### src/logic/sarcs_pkg.sv
// ============================================================
// Shared constants for the successive-approximation sequencer.
// ============================================================
package sarcs_pkg;

    // ========================================================
    // Register port geometry and register map.
    // ========================================================
    localparam int          ADDR_W     = 4;       // Register address width.
    localparam int          DATA_W     = 8;       // Register data width.
    localparam logic [3:0]  REG_CTRL   = 4'h0;    // converter_control.
    localparam logic [3:0]  REG_RESULT = 4'h1;    // conversion_result.
    localparam logic [3:0]  REG_FLAG   = 4'h2;    // periph_flag_reg_1.
    localparam logic [3:0]  REG_IEN    = 4'h3;    // periph_enable_reg_1.

    // ========================================================
    // Field positions and reset values.
    // ========================================================
    localparam int          CS_MSB     = 7;       // Clock select top bit.
    localparam int          CS_LSB     = 5;       // Clock select low bit.
    localparam int          CH_MSB     = 4;       // Channel select top bit.
    localparam int          CH_LSB     = 2;       // Channel select low bit.
    localparam int          GO_BIT     = 1;       // Start/done bit.
    localparam int          EN_BIT     = 0;       // converter_enable bit.
    localparam int          IRQ_BIT    = 6;       // Flag and enable position.
    localparam logic [7:0]  CTRL_RST   = 8'h00;   // Control reset value.
    localparam logic [7:0]  ZERO_BYTE  = 8'h00;   // Reads of empty bits.

    // ========================================================
    // Clock select and channel select encodings.
    // ========================================================
    localparam logic [2:0]  CS_DIV2    = 3'h0;    // Fosc/2.
    localparam logic [2:0]  CS_DIV8    = 3'h1;    // Fosc/8.
    localparam logic [2:0]  CS_DIV32   = 3'h2;    // Fosc/32.
    localparam logic [2:0]  CS_DIV4    = 3'h4;    // Fosc/4.
    localparam logic [2:0]  CS_DIV16   = 3'h5;    // Fosc/16.
    localparam logic [2:0]  CS_DIV64   = 3'h6;    // Fosc/64.
    localparam logic [1:0]  CS_RC_LOW  = 2'h3;    // x11 picks the RC clock.
    localparam logic [2:0]  CH_AN0     = 3'h0;    // analog_input_0.
    localparam logic [2:0]  CH_AN1     = 3'h1;    // analog_input_1.
    localparam logic [2:0]  CH_AN2     = 3'h2;    // analog_input_2.
    localparam logic [2:0]  CH_TEMP    = 3'h6;    // Temperature indicator.
    localparam logic [2:0]  CH_FVR     = 3'h7;    // fixed_reference_buffer.

    // ========================================================
    // Timing.
    // ========================================================
    localparam int          CLK_PERIOD_NS = 40;   // System clock, 25 MHz.
    localparam int          INSTR_NS      = 160;  // One instruction cycle.
    localparam int          INSTR_CLKS    =
        (INSTR_NS + CLK_PERIOD_NS - 1) / CLK_PERIOD_NS;
    localparam logic [2:0]  INSTR_CNT_MAX = 3'(INSTR_CLKS - 1);
    localparam logic [4:0]  ACQ_HALF   = 5'h03;   // Half periods of sampling.
    localparam logic [4:0]  FIRST_DEC  = 5'h05;   // Half period of first bit.
    localparam logic [4:0]  TOTAL_HALF = 5'h13;   // 9.5 periods = 19 halves.
    localparam logic [7:0]  SAR_MSB    = 8'h80;   // First trial bit.

    // True when the select field picks the dedicated RC clock.
    function automatic logic is_rc(input logic [2:0] sel);
        is_rc = (sel[1:0] == CS_RC_LOW);
    endfunction

    // System clocks per half conversion period, minus one.
    function automatic logic [4:0] half_div(input logic [2:0] sel);
        case (sel)
            CS_DIV2:  half_div = 5'h00;
            CS_DIV4:  half_div = 5'h01;
            CS_DIV8:  half_div = 5'h03;
            CS_DIV16: half_div = 5'h07;
            CS_DIV32: half_div = 5'h0F;
            CS_DIV64: half_div = 5'h1F;
            default:  half_div = 5'h00;
        endcase
    endfunction

    // One-hot routing: an0, an1, an2, temperature, reference.
    function automatic logic [4:0] chan_route(input logic [2:0] ch);
        case (ch)
            CH_AN0:  chan_route = 5'h01;
            CH_AN1:  chan_route = 5'h02;
            CH_AN2:  chan_route = 5'h04;
            CH_TEMP: chan_route = 5'h08;
            CH_FVR:  chan_route = 5'h10;
            default: chan_route = 5'h00;
        endcase
    endfunction

    // Sequencer states.
    typedef enum logic [1:0] {SARCS_IDLE, SARCS_DELAY, SARCS_CONV} sarcs_st_t;

endpackage

### src/logic/sarcs_tad_gen.sv
`timescale 1ns/100ps
// ============================================================
// Half conversion period tick generator.
// ============================================================
module sarcs_tad_gen
    import sarcs_pkg::*;
(
    input  wire logic       clock,     // System clock.
    input  wire logic       srst,      // Synchronous reset.
    input  wire logic       run,       // High while converting.
    input  wire logic [2:0] sel,       // Conversion clock select.
    input  wire logic       rc_osc,    // Dedicated RC oscillator pin.
    output logic            half_tick  // One pulse per half period.
);

    logic [4:0] div_q;     // Divider count.
    logic       rc_s1_q;   // RC synchroniser first stage.
    logic       rc_s2_q;   // RC synchroniser second stage.
    logic       rc_s3_q;   // Delayed copy for edge detection.
    logic       rc_edge;   // Either edge of the RC clock.
    logic       div_wrap;  // Divider reached its end.

    assign rc_edge  = rc_s2_q ^ rc_s3_q;
    assign div_wrap = (div_q == half_div(sel));

    // Brings the RC clock into the system domain.
    always_ff @(posedge clock)
    begin
        rc_s1_q <= rc_osc;
        rc_s2_q <= rc_s1_q;
        rc_s3_q <= rc_s2_q;
    end

    // Divides the system clock; restarts at every conversion.
    always_ff @(posedge clock)
    begin
        if (srst || !run || div_wrap)
        begin
            div_q <= 5'h00;
        end
        else
        begin
            div_q <= div_q + 5'h01;
        end
    end

    // Each RC edge, or each divider wrap, marks half a period.
    always_comb
    begin
        if (!run)
        begin
            half_tick = 1'b0;
        end
        else if (is_rc(sel))
        begin
            half_tick = rc_edge;
        end
        else
        begin
            half_tick = div_wrap;
        end
    end

endmodule // sarcs_tad_gen

### src/logic/sarcs_sar_core.sv
`timescale 1ns/100ps
// ============================================================
// Successive-approximation bit engine.
// ============================================================
module sarcs_sar_core
    import sarcs_pkg::*;
(
    input  wire logic       clock,     // System clock.
    input  wire logic       srst,      // Synchronous reset.
    input  wire logic       start,     // Begin a conversion.
    input  wire logic       abort,     // Stop early, keep partial bits.
    input  wire logic       half_tick, // Half conversion period.
    input  wire logic       comp_in,   // Comparator pin, input above DAC.
    output logic            busy_q,    // Conversion running.
    output logic            sample_q,  // Sampling switch closed.
    output logic [7:0]      dac_q,     // Trial code to the DAC.
    output logic            done_q,    // Pulse: full result ready.
    output logic            part_q,    // Pulse: partial result ready.
    output logic [7:0]      res_q      // Result for either pulse.
);

    logic [4:0] half_q;    // Half periods seen so far.
    logic [7:0] cur_q;     // One-hot trial bit.
    logic       last_q;    // Value of the last resolved bit.
    logic       cmp_q;     // Registered comparator decision.
    logic [4:0] half_d;    // Next half period count.
    logic       decide;    // A bit is resolved now.
    logic [7:0] kept;      // Code with the current bit decided.
    logic [8:0] low_mask;  // Trial bit and all bits below it.
    logic [7:0] partial;   // Abort result.

    assign half_d   = half_q + 5'h01;
    assign decide   = half_tick && !sample_q && (half_d >= FIRST_DEC)
                      && half_d[0];
    assign kept     = cmp_q ? dac_q : (dac_q & ~cur_q);
    assign low_mask = {cur_q, 1'b0} - 9'h001;
    assign partial  = (dac_q & ~low_mask[7:0])
                      | (last_q ? low_mask[7:0] : ZERO_BYTE);

    // Registers the comparator decision. With the input held, it only
    // moves after our own trial code does, so one stage is enough; a
    // second would answer one trial late at the fastest conversion clock.
    always_ff @(posedge clock)
    begin
        cmp_q <= comp_in;
    end

    // Steps sampling, bit trials and the finish.
    always_ff @(posedge clock)
    begin
        done_q <= 1'b0;
        part_q <= 1'b0;
        if (srst)
        begin
            busy_q   <= 1'b0;
            sample_q <= 1'b0;
            half_q   <= 5'h00;
            cur_q    <= 8'h00;
            dac_q    <= 8'h00;
            last_q   <= 1'b0;
            res_q    <= 8'h00;
        end
        else if (start)
        begin
            busy_q   <= 1'b1;
            sample_q <= 1'b1;
            half_q   <= 5'h00;
            cur_q    <= SAR_MSB;
            dac_q    <= SAR_MSB;
            last_q   <= 1'b0;
        end
        else if (busy_q && abort)
        begin
            busy_q   <= 1'b0;
            sample_q <= 1'b0;
            part_q   <= 1'b1;
            res_q    <= partial;
        end
        else if (busy_q && half_tick)
        begin
            half_q <= half_d;
            if (half_d == ACQ_HALF)
            begin
                sample_q <= 1'b0;
            end
            if (decide)
            begin
                last_q <= cmp_q;
                cur_q  <= cur_q >> 1;
                dac_q  <= kept | (cur_q >> 1);
            end
            if (half_d == TOTAL_HALF)
            begin
                busy_q <= 1'b0;
                done_q <= 1'b1;
                res_q  <= kept;
            end
        end
    end

endmodule // sarcs_sar_core

### src/logic/sarcs_top.sv
// Added by the designer: strobed register access and the address map.
`timescale 1ns/100ps
// ============================================================
// Converter sequencer top.
// ============================================================
module sarcs_top
    import sarcs_pkg::*;
(
    input  wire logic              clock,      // System clock, 25 MHz.
    input  wire logic              srst,       // Synchronous reset.
    input  wire logic [ADDR_W-1:0] addr,       // Register address.
    input  wire logic [DATA_W-1:0] wr_data,    // Register write data.
    input  wire logic              wr_en,      // Write strobe.
    input  wire logic              rd_en,      // Read strobe.
    output logic      [DATA_W-1:0] rd_data_q,  // Read data, next cycle.
    input  wire logic              sleep_mode, // Core is in sleep.
    input  wire logic              rc_osc,     // Dedicated RC clock pin.
    input  wire logic              comp_in,    // Comparator decision.
    output logic                   power_q,    // Analog power on.
    output logic      [4:0]        chan_q,     // One-hot channel switches.
    output logic                   sample_q,   // Sampling switch closed.
    output logic      [7:0]        dac_q,      // Trial code to DAC.
    output logic                   irq_q,      // Flag and enable both set.
    output logic                   wake_q      // Pulse: wake the core.
);

    // ========================================================
    // State.
    // ========================================================
    logic [2:0] cs_q;       // Conversion clock select.
    logic [2:0] ch_q;       // Channel select.
    logic       go_q;       // Start/done bit storage.
    logic       en_q;       // converter_enable.
    logic [7:0] result_q;   // conversion_result, no reset.
    logic       flag_q;     // conv_irq_flag.
    logic       ien_q;      // conv_irq_enable.
    logic       pdown_q;    // Powered down by sleep.
    logic       slp_q;      // Sleep level of last cycle.
    logic [2:0] icnt_q;     // Instruction delay counter.
    sarcs_st_t  st_q;       // Sequencer state.
    sarcs_st_t  st_d;       // Next sequencer state.

    // ========================================================
    // Decode.
    // ========================================================
    logic       wr_ctrl;    // Write to converter_control.
    logic       wr_res;     // Write to conversion_result.
    logic       wr_flag;    // Write to periph_flag_reg_1.
    logic       wr_ien;     // Write to periph_enable_reg_1.
    logic       sw_go;      // Start written while already enabled.
    logic       sw_stop;    // Start bit cleared or module disabled.
    logic       slp_rise;   // Sleep entered this cycle.
    logic       slp_fall;   // Sleep left this cycle.
    logic       rc_sel;     // RC clock selected.
    logic       sys_abort;  // Sleep with a system-derived clock.
    logic       busy;       // Core converting.
    logic       core_start; // Start pulse to the core.
    logic       core_abort; // Abort pulse to the core.
    logic       done;       // Core finished normally.
    logic       part;       // Core stopped early.
    logic [7:0] core_res;   // Core result.
    logic       half_tick;  // Half conversion period.
    logic       running;    // Divider runs.
    logic [7:0] ctrl_view;  // Control register as read.
    logic [7:0] rd_mux;     // Selected read data.

    assign wr_ctrl   = wr_en && (addr == REG_CTRL);
    assign wr_res    = wr_en && (addr == REG_RESULT);
    assign wr_flag   = wr_en && (addr == REG_FLAG);
    assign wr_ien    = wr_en && (addr == REG_IEN);
    assign sw_go     = wr_ctrl && wr_data[GO_BIT] && en_q;
    assign sw_stop   = wr_ctrl && (!wr_data[GO_BIT] || !wr_data[EN_BIT]);
    assign slp_rise  = sleep_mode && !slp_q;
    assign slp_fall  = !sleep_mode && slp_q;
    assign rc_sel    = is_rc(cs_q);
    assign sys_abort = slp_rise && !rc_sel && (st_q != SARCS_IDLE);
    assign core_abort = (sw_stop || sys_abort) && !done;
    assign running   = (st_q == SARCS_CONV);
    // start bit reads zero when disabled
    assign ctrl_view = {cs_q, ch_q, go_q && en_q, en_q};

    // Read multiplexer; unmapped addresses read zero.
    always_comb
    begin
        case (addr)
            REG_CTRL:   rd_mux = ctrl_view;
            REG_RESULT: rd_mux = result_q;
            REG_FLAG:   rd_mux = 8'(flag_q) << IRQ_BIT;
            REG_IEN:    rd_mux = 8'(ien_q) << IRQ_BIT;
            default:    rd_mux = ZERO_BYTE;
        endcase
    end

    // ========================================================
    // Sequencer.
    // ========================================================
    // Chooses the next state from start, delay and finish.
    always_comb
    begin
        st_d       = st_q;
        core_start = 1'b0;
        case (st_q)
            SARCS_IDLE:
            begin
                if (sw_go && !sw_stop)
                begin
                    st_d = rc_sel ? SARCS_DELAY : SARCS_CONV;
                    core_start = !rc_sel;
                end
            end
            SARCS_DELAY:
            begin
                if (core_abort)
                begin
                    st_d = SARCS_IDLE;
                end
                else if (icnt_q == INSTR_CNT_MAX)
                begin
                    st_d = SARCS_CONV;
                    core_start = 1'b1;
                end
            end
            SARCS_CONV:
            begin
                if (done || core_abort || (!busy && !core_start))
                begin
                    st_d = SARCS_IDLE;
                end
            end
            default:
            begin
                st_d = SARCS_IDLE;
            end
        endcase
    end

    // Holds state and counts the extra instruction cycle.
    always_ff @(posedge clock)
    begin
        slp_q <= sleep_mode;
        if (srst)
        begin
            st_q   <= SARCS_IDLE;
            icnt_q <= 3'h0;
        end
        else
        begin
            st_q   <= (st_q == SARCS_IDLE && st_d == SARCS_CONV)
                      ? SARCS_CONV : st_d;
            icnt_q <= (st_q == SARCS_DELAY) ? icnt_q + 3'h1 : 3'h0;
        end
    end

    // ========================================================
    // Control register.
    // ========================================================
    // Stores fields; hardware clears the start bit at the end.
    always_ff @(posedge clock)
    begin
        if (srst)
        begin
            {cs_q, ch_q, go_q, en_q} <= CTRL_RST;
        end
        else
        begin
            if (wr_ctrl)
            begin
                cs_q <= wr_data[CS_MSB:CS_LSB];
                ch_q <= wr_data[CH_MSB:CH_LSB];
                en_q <= wr_data[EN_BIT];
                // A start written beside a disable is dropped.
                go_q <= sw_go && !sw_stop;
            end
            if (done || sys_abort)
            begin
                go_q <= 1'b0;
            end
        end
    end

    // ========================================================
    // Result, flag and power.
    // ========================================================
    // Loads the result on finish or abort; software may write it.
    always_ff @(posedge clock)
    begin
        if (done || part)
        begin
            result_q <= core_res;
        end
        else if (wr_res)
        begin
            result_q <= wr_data;
        end
    end

    // Flag set beats a software clear in the same cycle.
    always_ff @(posedge clock)
    begin
        if (srst)
        begin
            flag_q  <= 1'b0;
            ien_q   <= 1'b0;
            pdown_q <= 1'b0;
            wake_q  <= 1'b0;
            irq_q   <= 1'b0;
        end
        else
        begin
            if (wr_ien)
            begin
                ien_q <= wr_data[IRQ_BIT];
            end
            if (done)
            begin
                flag_q <= 1'b1;
            end
            else if (wr_flag)
            begin
                flag_q <= wr_data[IRQ_BIT];
            end
            wake_q <= done && sleep_mode && ien_q;
            irq_q  <= (flag_q || done) && ien_q;
            if ((done && sleep_mode && !ien_q) || sys_abort
                || (slp_rise && !rc_sel))
            begin
                pdown_q <= 1'b1;
            end
            else if (slp_fall)
            begin
                pdown_q <= 1'b0;
            end
        end
    end

    // Drives the analog switches and power from flip-flops.
    always_ff @(posedge clock)
    begin
        if (srst)
        begin
            power_q   <= 1'b0;
            chan_q    <= 5'h00;
            rd_data_q <= ZERO_BYTE;
        end
        else
        begin
            power_q   <= en_q && !pdown_q;
            chan_q    <= en_q ? chan_route(ch_q) : 5'h00;
            rd_data_q <= rd_en ? rd_mux : ZERO_BYTE;
        end
    end

    // ========================================================
    // Submodules.
    // ========================================================
    sarcs_tad_gen u_tad (
        .clock     (clock),
        .srst      (srst),
        .run       (running),
        .sel       (cs_q),
        .rc_osc    (rc_osc),
        .half_tick (half_tick)
    );

    sarcs_sar_core u_sar (
        .clock     (clock),
        .srst      (srst),
        .start     (core_start),
        .abort     (core_abort && running),
        .half_tick (half_tick),
        .comp_in   (comp_in),
        .busy_q    (busy),
        .sample_q  (sample_q),
        .dac_q     (dac_q),
        .done_q    (done),
        .part_q    (part),
        .res_q     (core_res)
    );

endmodule // sarcs_top

### config.mk
export PLATFORM = sky130hd
export DESIGN_NAME = sarcs_top
export DESIGN_NICKNAME = d
export VERILOG_FILES = /design/src/logic/sarcs_pkg.sv /design/src/logic/sarcs_tad_gen.sv /design/src/logic/sarcs_sar_core.sv /design/src/logic/sarcs_top.sv
export SDC_FILE = /design/constraint.sdc
export NUM_CORES = 1
export LEC_CHECK = 0
export BUFFER_PORTS_ARGS = -buffer_cell sky130_fd_sc_hd__clkbuf_2
export CORE_MARGIN = 8
export CORE_UTILIZATION = 63
export CTS_CLUSTER_SIZE = 30
export DETAILED_ROUTE_END_ITERATION = 7
export PLACE_DENSITY_LB_ADDON = 0.2
export SLEW_MARGIN = 5
export SYNTH_ARGS = -nofsm -noshare
export SYNTH_HDL_FRONTEND = slang
export SYNTH_SLANG_ARGS = --single-unit
export TNS_END_PERCENT = 10
### constraint.sdc
create_clock -name clock -period 4.6 [get_ports clock]
set_input_delay 0.69 -clock clock [delete_from_list [all_inputs] [get_ports clock]]
set_output_delay 0.69 -clock clock [all_outputs]
set_load 0.03 [all_outputs]
After elaboration in Yosys (flattened, before gate mapping)

Cells that the tools add are included.

Bits in registers: 84
Input port bits: 19
Output and inout port bits: 25

Add/subtract/negate cells: 4
Magnitude comparators: 1
Equality and inequality tests: 21
Muxes and demuxes: 45
Bitwise operators: 13
Reductions and logical operators: 76

Operators by type and width:

| cell                                                | count |
|---|---|
| 2-to-1 mux 8 bit                                    | 15 |
| case mux 5 bit (5 select lines)                     | 2 |
| case mux 8 bit (4 select lines)                     | 1 |
| logical AND 1 bit                                   | 26 |
| 2-to-1 mux 1 bit                                    | 19 |
| bitwise AND 8 bit                                   | 2 |
| NOT 8 bit                                           | 2 |
| nonzero test 2 bit                                  | 8 |
| equality test 3 bit, second input constant          | 5 |
| logical NOT 1 bit                                   | 12 |
| 2-to-1 mux 2 bit                                    | 6 |
| OR reduction 2 bit                                  | 6 |
| logical OR 1 bit                                    | 11 |
| adder 5 x 1 -> 5 bit, second input constant         | 2 |
| equality test 3 x 2 -> 1 bit, second input constant | 3 |
| AND reduction 3 bit                                 | 3 |
| nonzero test 3 bit                                  | 3 |
| equality test 4 x 2 -> 1 bit, second input constant | 2 |
| bitwise OR 8 x 7 -> 8 bit                           | 1 |
| bitwise OR 8 bit                                    | 1 |
| subtractor 8 x 1 -> 8 bit, second input constant    | 1 |
| equality test 2 bit, second input constant          | 3 |
| equality test 3 x 1 -> 1 bit, second input constant | 2 |
| NOT 1 bit                                           | 6 |
| other kinds (16)                                    | 18 |

Logic depth before layout (Yosys ltp)

Gate-level depths: netlist (run 1).

Depth after elaboration: 13
Depth in mapped cells: 8
Depth with buffers taken out: 7

Hierarchy

Synthesis (run 1) repeated with hierarchy kept, for this count alone.

Cells, all modules: 412
Area total of the unflattened synthesis: 3822.4 um^2

Modules (own cells, without submodules):

| module         | times used | cells an instance | area an instance (um^2) | sequential area each (um^2) |
|---|---|---|---|---|
| sarcs_sar_core | 1          | 210               | 1750.4                  | 700.7 |
| sarcs_top      | 1          | 159               | 1646.6                  | 900.9 |
| sarcs_tad_gen  | 1          | 43                | 425.4                   | 160.2 |

Worst setup path before layout (run 1)

No wires, ideal clock.

Path type: reg2reg
Start point: register cs_q[0]
End point: register u_sar.res_q[0]
Library setup time: 0.091 ns
Arrival time: 2.347 ns
Data required time: 4.509 ns
Slack: 2.162 ns
Stages on the path, launching flop included: 8
Path buffers: 0
Cells stage by stage: dfxtp_1 -> inv_1 -> ha_1 -> a211o_1 -> and2_1 -> a221o_1 -> or4_1 -> a311oi_1

Cells in the longest elaborated chain, start to end: 10
Elaborated cells between the ends (all ways): 26
Classes of those cells: eq/ne (7); mux (7); bitwise (1); reduce/logical (11)

RTL lines:

| what                                                                                     | RTL line             | text |
|---|---|---|
| from (decl)                                                                              | sarcs_top.sv:30      | `logic [2:0] cs_q;` |
| from (signal assigned)                                                                   | sarcs_top.sv:168     | `cs_q <= wr_data[CS_MSB:CS_LSB];` |
| parallel branches: the longest is 10 deep, another holds case mux 5 bit (5 select lines) | -                    |  |
| to (signal assigned)                                                                     | sarcs_sar_core.sv:77 | `res_q <= partial;` |
| to (signal assigned)                                                                     | sarcs_sar_core.sv:96 | `res_q <= kept;` |
| to (decl)                                                                                | sarcs_sar_core.sv:19 | `output logic [7:0] res_q` |

Parallel ways; which one is timed is not known.
A chain may end at the register's enable or synchronous reset.

Final worst setup path (run 1)

Start point: register cs_q[0]
End point: register u_sar.res_q[6]

The elaborated chain is that of the path after synthesis.

==> impl_metrics.json, run 1 <==
{
  "die-area_um2": 9150,
  "post-cts-setup-buffers": 0,
  "ctsHoldBuffers": 0,
  "synth-seq-cells": 84,
  "cp_data_required_time_ps": 4870,
  "worst_slack_ps": 1730,
  "vias_per_cell": 6.32,
  "power_mw": 1.34,
  "first_pass_iters": 4,
  "portBuffers": 43,
  "finalCriticalPeriod_ps": 2870,
  "synthArstFlopShare_pct": 0,
  "dr_wl_met2_um": 4510,
  "wl_met3_um": 564,
  "nFillCells": 499,
  "post-route-period-util_pct": 62.4,
  "htree_levels": 3,
  "antenna_cells": 0,
  "finalSetupViolations": 0,
  "syn_nets": 446,
  "placed_cell_area_um2": 4250,
  "clk-insertion-delay-late_ps": 370,
  "cp-start-kind": "flop",
  "synth_edf_count": 8,
  "hpwl_um": 6600,
  "ys_warn_count": 0,
  "cts.sinks": 84,
  "synth.cell_area_um2": 4000,
  "crit_type": "flop to flop",
  "stdcell_count": 533,
  "dpl.cell_count": 517,
  "power_density_nw_per_um2": 302,
  "coreArea_um2": 6240,
  "synthFlopType": "dfxtp_1",
  "grt_max_degree": 50,
  "routed_wl_um": 9300,
  "met1_length_um": 4050,
  "antenna_left": 0,
  "leakage_nw": 1.63,
  "path_max_fanout": 17,
  "cts_tree": "done",
  "fin_util_pct": 71.2,
  "row_count": 29,
  "syn2layout_area_growth_pct": 11.2,
  "via_count": 3370,
  "clock-root-buffer": "clkbuf_8",
  "grt_pass1_wl_um": 15600,
  "cts_made_buffers": 9,
  "timing.hold.ws_ps": 321,
  "reg2reg_slack_ps": 1730,
  "io_pins": 44,
  "top_layer_used": "met4",
  "drive_above_1_share_pct": 17.5,
  "hold_viol_final": 0,
  "rsz0062_at_grt": "false",
  "finalSetupTns_ps": 0,
  "gp_congestion": 0.865,
  "grt-ovfl-total": 0,
  "max_cap_violations": 0,
  "drc": 0,
  "synth_cell_types": 58,
  "syn-instance-count": 415,
  "fmax_ghz": 0.349,
  "hold_path_class": "flop to flop",
  "final_area_um2": 4440,
  "syn_area_per_cell_um2": 9.63,
  "ys_seq_area_share_pct": 44.1,
  "ir_drop_mv": 0.253,
  "critPathArrivalTime_ps": 3140,
  "worst-slew-pin-transition_ps": 1070,
  "cts_buffer_depth": 2,
  "relSlewSlack_pct": 27.3,
  "start_util_pct": 64.0,
  "drtIter0Drc": 176,
  "timing.critical_path.to_type": "flop",
  "status": "finished, final reports clean",
  "grtUsageTotal_pct": 21.4,
  "wl_per_cell_um": 17.5,
  "finalNetCount": 482,
  "die_x_um": 95.6,
  "antenna_found_initial": 0,
  "cts.clk_slew.worst_paths_ps": 90,
  "drv_slew": 0,
  "die_y_um": 95.6,
  "finClkSkew_ps": 13.8,
  "post_cts_resized": 0,
  "dp_slack_ps": 1640,
  "grt_pass1_vias": 3283
}
[cell usage after synthesis, types with 2 or more instances]
cell       count  area, µm²
ha_1          12        150
inv_1         26       97.6
nor2b_1        3       18.8
nand2_1       22       82.6
nand2b_1       2       12.5
a221oi_1       3       26.3
nor2_1        27        101
or4_1          4       30.0
nor4b_1        3       26.3
a311oi_1       8       70.1
o211ai_1       2       15.0
a21oi_1       17       85.1
o311ai_0       4       35.0
edfxtp_1       8        240
a21o_1         4       30.0
o31ai_1        4       30.0
a211oi_1      10       75.1
o22ai_1        3       18.8
mux2_2        10        113
a211o_1        4       35.0
o32ai_1        7       61.3
xor2_1         3       26.3
nand3_1        9       45.0
nand4b_1      14        123
xnor2_1        8       70.1
nand4bb_1      2       22.5
o21ai_0       10       50.1
dfxtp_1       76       1520
and2_1         5       31.3
nand3b_1       7       52.6
nor4_1        12       75.1
clkbuf_1      14       52.6
nand4_1        7       43.8
nor3_1        11       55.1
buf_2          9       45.0
mux2i_1       15        150
a22oi_1        6       45.0
and3_1         4       25.0
[logic make-up (layout without fill, tap and decap cells)]
kind of cell | after synthesis | in the layout | share of synthesized area, %
adder cells (fa/ha/maj) | 12 | 12 | 3.76
AND/OR/NAND/NOR | 141 | 141 | 20.7
flip-flops | 84 | 84 | 44.1
multiplexers | 27 | 27 | 7.52
XOR/XNOR | 11 | 11 | 2.41
buffers and inverters | 49 | 90 | 4.89
AO/OA/AOI/OAI | 91 | 91 | 16.6
[per-layer routing]
layer	track usage, %	vias up
met4	8.07	0
met5	0	-
met2	35.6	130
met3	4.72	15
li1	-	1634
met1	26.4	1591
[cell type report]
cell class                      instances  area (µm²)  area share [%]
Clock buffer                            9         124            2.79
Clock inverter                          7        73.8            1.66
Inverter                               26        97.6            2.20
Multi-Input combinational cell        282        2040            45.9
Sequential cell                        84        1760            39.6
Tap cell                               77        96.3            2.17
Timing Repair Buffer                   48         253            5.69
[sequential cells by signal (all words and copies together) (netlist names), 3 cells and up]
register	cells
u_tad.div_q	5
rd_data_q	8
ch_q	3
u_sar.cur_q	8
chan_q	5
u_sar.half_q	5
icnt_q	3
u_sar.res_q	8
result_q	8
u_sar.dac_q	8
cs_q	3
[critical path, stage by stage (launching register included)]
cell	delay (ps)
dfxtp_1	430
inv_1	110
ha_1	350
a211o_1	300
and2_1	180
a221o_1	560
or4_1	570
a311oi_1	280
[power by group]
group,leakage (nW),total [mW],switching [mW],internal [mW]
combinational,0.844,0.0547,0.0325,0.0222
sequential,0.686,0.747,0.00456,0.742
clock,0.102,0.539,0.284,0.255
[placed cells by master, fill, tap and decap left out, drive strengths merged, types with 10 or more instances in the layout]
master,count
nand3,10
nand2,22
ha,12
dfxtp,76
o21ai,10
clkbuf,52
nor4,12
a21oi,19
mux2i,15
nand4b,14
mux2,11
inv,29
nor2,27
a211oi,10
nor3,11
[worst paths after layout]
| check | from | cells past startpoint | endpoint |
|---|---|---|---|
| max | cs_q[0] | 7 | u_sar.res_q[6] |
| min | u_tad.rc_s1_q | 0 | u_tad.rc_s2_q |
| max reg2reg | cs_q[0] | 7 | u_sar.res_q[6] |
| min reg2reg | u_tad.rc_s1_q | 0 | u_tad.rc_s2_q |
Power figures use the tool's default switching activity.
==> run 2: changes to the inputs <==
--- a/config.mk
+++ b/config.mk
@@ -5,9 +5,10 @@
 export SDC_FILE = /design/constraint.sdc
 export NUM_CORES = 1
 export LEC_CHECK = 0
+export ABC_AREA = 1
 export BUFFER_PORTS_ARGS = -buffer_cell sky130_fd_sc_hd__clkbuf_2
 export CORE_MARGIN = 8
-export CORE_UTILIZATION = 63
+export CORE_UTILIZATION = 58
 export CTS_CLUSTER_SIZE = 30
 export DETAILED_ROUTE_END_ITERATION = 7
 export PLACE_DENSITY_LB_ADDON = 0.2
==> constraint.sdc (replaced) <==
create_clock -name clock -period 2.9 [get_ports clock]
set_input_delay 0.435 -clock clock [delete_from_list [all_inputs] [get_ports clock]]
set_output_delay 0.435 -clock clock [all_outputs]
set_load 0.03 [all_outputs]
==> impl_metrics.json, run 2 <==
{
  "drv_slew": 0,
  "via_count": 3351,
  "hp-start": "comp_in",
  "timing.critical_path.to_type": "flop",
  "grt_max_degree": 23,
  "synthFlopType": "dfxtp_1",
  "worst-slew-pin-transition_ps": 777,
  "syn_nets": 536,
  "drive_above_1_share_pct": 19.5,
  "synth_edf_count": 8,
  "hold_path_class": "input port to flop",
  "cts.sinks": 84,
  "antenna_left": 0,
  "vias_per_cell": 5.29,
  "portBuffers": 43,
  "synth.most_common_cell": "nand2_1",
  "relSlewSlack_pct": 48.0,
  "io_pins": 44,
  "syn_area_per_cell_um2": 7.92,
  "layout_commonest_cell": "nand2_1",
  "reg2reg_slack_ps": 650,
  "wl_met3_um": 590,
  "crit_type": "flop to flop",
  "start_util_pct": 59.5,
  "drtIter0Drc": 135,
  "synth.area.top_cells": "dfxtp_1, nand2_1, edfxtp_1",
  "gp_congestion": 0.834,
  "finalNetCount": 580,
  "seqCellArea_um2": 1760,
  "synth.cell_area_um2": 4000,
  "cts.clk_slew.worst_paths_ps": 100,
  "power_density_nw_per_um2": 475,
  "startpoint": "cs_q[1]",
  "cts_buffer_depth": 2,
  "grtUsageTotal_pct": 17.7,
  "met1_length_um": 3670,
  "wl_per_cell_um": 12.8,
  "syn-instance-count": 505,
  "nFillCells": 594,
  "rsz0062_at_grt": "false",
  "reg2reg_from": "cs_q[1]",
  "synthArstFlopShare_pct": 0,
  "fmax_ghz": 0.444,
  "clock-root-buffer": "clkbuf_8",
  "post_cts_resized": 0,
  "grt_pass1_wl_um": 14600,
  "finalSetupViolations": 0,
  "ff2ff_path_depth": 11,
  "hpwl_um": 5960,
  "drc": 0,
  "finClkSkew_ps": 10.5,
  "synth_cell_types": 41,
  "routed_wl_um": 8100,
  "max_cap_violations": 0,
  "coreArea_um2": 6720,
  "ir_drop_mv": 0.273,
  "first_pass_iters": 4,
  "cts_made_buffers": 9,
  "row_count": 30,
  "regToRegEndpoint": "u_sar.half_q[2]",
  "die-area_um2": 9810,
  "status": "finished, final reports clean",
  "ys_warn_count": 0,
  "final_cell_mix": "nand2_1, dfxtp_1, inv_1, nor2_1, clkbuf_2",
  "grt_pass1_vias": 3252,
  "critPathArrivalTime_ps": 2510,
  "hold_viol_final": 0,
  "path_max_fanout": 15,
  "clk-insertion-delay-late_ps": 360,
  "final_area_um2": 4440,
  "post-route-period-util_pct": 77.7,
  "antenna_cells": 0,
  "synth_top_cell_by_area": "dfxtp_1",
  "ctsHoldBuffers": 0,
  "crit_end": "u_sar.half_q[2]",
  "htree_levels": 3,
  "leakage_nw": 1.92,
  "finalSetupTns_ps": 0,
  "synth-seq-cells": 84,
  "grt-ovfl-total": 0,
  "synth_top_area_share_pct": 38.0,
  "die_y_um": 99.0,
  "synth_common_cells": "nand2_1, dfxtp_1, inv_1, nor2_1, o21ai_0",
  "cp_data_required_time_ps": 3160,
  "syn2layout_area_growth_pct": 11.0,
  "finalCriticalPeriod_ps": 2250,
  "cp-start-kind": "flop",
  "cts_tree": "done",
  "placed_cell_area_um2": 4240,
  "ys_seq_area_share_pct": 44.1,
  "timing.hold.ws_ps": 164,
  "die_x_um": 99.0,
  "multi_input_area_um2": 1910,
  "post-cts-setup-buffers": 0,
  "dr_wl_met2_um": 3720,
  "top_layer_used": "met4",
  "antenna_found_initial": 0
}
-- run 2: report_power, final --
group,switching (mW),internal [mW]
clock network,0.490,0.342
logic,0.0569,0.0294
registers,0.00722,1.18
total,0.554,1.55
-- run 2: cell type report --
type / instances / share of cell area, %
clock buffer: 9 / 2.79
clock inverter: 7 / 1.72
inverter: 64 / 5.47
multi-input combinational: 346 / 43.0
sequential: 84 / 39.7
tap: 80 / 2.26
timing repair buffer: 44 / 5.02
-- run 2: cell families after synthesis --
logic type,Yosys count,synth area share (%)
AO/OA/AOI/OAI,92,14.7
adder cells (fa/ha/maj),12,3.75
buffers and inverters,75,8.20
XOR/XNOR,6,1.31
AND/OR/NAND/NOR,231,26.6
multiplexers,5,1.41
flip-flops,84,44.1
-- run 2: critical path, cell delays in order (launching register included) --
cell and delay, ps:
dfxtp_1 430, inv_1 100, ha_1 300, inv_1 70
nand2_1 60, nand2_1 50, nor2_1 110, nand4_2 180
a21oi_4 390, nand2_1 220, a21oi_1 190, nor2_1 50
-- run 2: stage by stage --
step	power (mW)	instances	setup slack (ps)	util [%]
2_1_floorplan	1.27	505	1090	-
3_3_place_gp	1.30	618	732	63.1
3_5_place_dp	1.30	618	654	63.1
4_1_cts	2.13	634	663	66.0
5_1_grt	2.19	634	449	66.0
6_report	2.11	634	647	66.0
-- run 2: worst min path at each step --
| stage | to | slack, ps | cells after the start |
|---|---|---|---|
| 4_1_cts | u_sar.cmp_q | 150 | 1 |
| 2_1_floorplan | u_tad.rc_s2_q | 310 | 0 |
| 3_3_place_gp | u_tad.rc_s2_q | 310 | 0 |
| 6_report | u_sar.cmp_q | 160 | 1 |
| 3_5_place_dp | u_tad.rc_s2_q | 310 | 0 |
| 5_1_grt | u_sar.cmp_q | 140 | 1 |
-- run 2: metal layers --
metal	vias up	GRT usage [%]
met5	-	0
met4	0	6.61
met3	11	4.51
met2	111	29.3
met1	1485	21.6
li1	1744	-
==> run 3: changes to the inputs <==
==> constraint.sdc (replaced) <==
create_clock -name clock -period 2.3 [get_ports clock]
set_input_delay 0.345 -clock clock [delete_from_list [all_inputs] [get_ports clock]]
set_output_delay 0.345 -clock clock [all_outputs]
set_load 0.03 [all_outputs]
==> impl_metrics.json, run 3 (synthesis results as in run 2) <==
{
  "seqCellArea_um2": 1760,
  "ir_drop_mv": 0.319,
  "power_density_nw_per_um2": 591,
  "rsz0062_at_grt": "false",
  "vias_per_cell": 5.39,
  "finClkSkew_ps": 14.2,
  "timing.critical_path.to_type": "flop",
  "crit_family": "simple AND/OR/NAND/NOR gates",
  "crit_top_cell": "nor2_1",
  "drc": 0,
  "critPathMaxStageDelay_ps": 440,
  "nFillCells": 606,
  "path_max_fanout": 8,
  "cp_num_buf_inv": 3,
  "finalSetupTns_ps": 0,
  "die-area_um2": 9810,
  "dpl.cell_count": 624,
  "clk-insertion-delay-late_ps": 360,
  "layout_commonest_cell": "nand2_1",
  "cts.clk_slew.worst_paths_ps": 100,
  "wl_per_cell_um": 13.1,
  "htree_levels": 3,
  "post-cts-setup-buffers": 0,
  "cts_tree": "done",
  "seqPwrFrac_pct": 56.4,
  "max_cap_violations": 0,
  "fin_util_pct": 66.9,
  "post_cts_resized": 0,
  "syn2layout_area_growth_pct": 12.3,
  "start_util_pct": 59.5,
  "final_cell_mix": "nand2_1, dfxtp_1, inv_1, nor2_1, clkbuf_2",
  "antenna_left": 0,
  "clkPwrFrac_pct": 39.2,
  "die_x_um": 99.0,
  "post-route-period-util_pct": 89.3,
  "drive_above_1_share_pct": 20.5,
  "via_count": 3452,
  "fmax_ghz": 0.487,
  "grt_pass1_wl_um": 14800,
  "die_y_um": 99.0,
  "hold_viol_final": 0,
  "antenna_found_initial": 0,
  "internal_power_mw": 1.96,
  "finalCriticalPeriod_ps": 2050,
  "clock-root-buffer": "clkbuf_8",
  "cp_cell_sequence": "inv_1 -> ha_1 -> inv_1 -> nand2_1 -> nand2_1 -> nor2_1 -> nand4_2 -> nand2_2 -> nand3_1 -> nand2_2 -> inv_2 -> nor2_1 -> nor2_1",
  "hold_path_class": "input port to flop",
  "stdcell_count": 640,
  "cts_made_buffers": 9,
  "coreArea_um2": 6720,
  "switching_power_uw": 692,
  "gp_congestion": 0.856,
  "relSlewSlack_pct": 74.9,
  "crit_type": "flop to flop",
  "timing.hold.ws_ps": 74.8,
  "cp_slowest_cell": "dfxtp_1",
  "cts.sinks": 84,
  "critPathArrivalTime_ps": 2310,
  "grt-ovfl-total": 0,
  "antenna_cells": 0,
  "first_pass_iters": 4,
  "portBuffers": 43,
  "hpwl_um": 6270,
  "cp_data_required_time_ps": 2560,
  "cp-start-kind": "flop",
  "grt_pass1_vias": 3365,
  "worst-slew-pin-transition_ps": 376,
  "finalSetupViolations": 0,
  "row_count": 30,
  "leakage_nw": 1.95,
  "finalNetCount": 586,
  "pwr-share-comb_pct": 4.3,
  "grtUsageTotal_pct": 18.2,
  "drv_slew": 0,
  "io_pins": 44,
  "drtIter0Drc": 126,
  "ctsHoldBuffers": 0,
  "swShare_pct": 26.1,
  "status": "finished, final reports clean",
  "cts_buffer_depth": 2,
  "routed_wl_um": 8360,
  "grt_max_degree": 23,
  "multi_input_area_um2": 1910
}
-- run 3: cell types whose count changed in the layout (fill, tap and decap cells not counted) --
cell	previous run	this run
buf_4	1	6
clkinv_8	1	0
buf_12	0	1
nor2_1	51	50
inv_8	3	4
nor2_2	4	5
-- run 3: per-stage QoR --
stage | setup WS [ps] | total power, mW | area, µm²
5_1_grt | 16.3 | 2.75 | 4490
4_1_cts | 182 | 2.67 | 4490
6_report | 247 | 2.65 | 4490
3_5_place_dp | 220 | 1.65 | 4290
2_1_floorplan | 492 | 1.60 | 4000
3_3_place_gp | 331 | 1.64 | 4290
-- run 3: power by group through the flow --
stage	clock network [mW]	logic, mW	registers [mW]
after global routing	1.12	0.127	1.50
after CTS	1.06	0.116	1.50
after detailed placement	0	0.115	1.53
after floorplan	0	0.0705	1.53
final	1.04	0.115	1.50
after global placement	0	0.113	1.53
-- run 3: path summary, 6_finish.rpt --
check,from,endpoint,slack [ps],depth (start not counted)
setup / recovery,cs_q[1],u_sar.res_q[1],250,13
hold reg to reg,u_tad.rc_s1_q,u_tad.rc_s2_q,330,0
hold / removal,comp_in,u_sar.cmp_q,70,1
setup reg to reg,cs_q[1],u_sar.res_q[1],250,13
-- run 3: final cells by class --
type,count,share of cell area [%]
well taps,80,2.23
flip-flops and latches,84,39.2
clock buffers,9,2.76
clock inverters,7,1.59
inverters,64,5.40
multi-input cells,346,42.6
repair buffers,50,6.24
-- run 3: per-layer routing --
metal | share of wire (%) | GRT usage [%] | vias to the layer above
met5 | 0 | 0 | -
met4 | 1.6 | 7.56 | 0
met3 | 5.5 | 4.44 | 14
met2 | 47 | 30.3 | 77
met1 | 46 | 22.0 | 1600
li1 | - | - | 1761
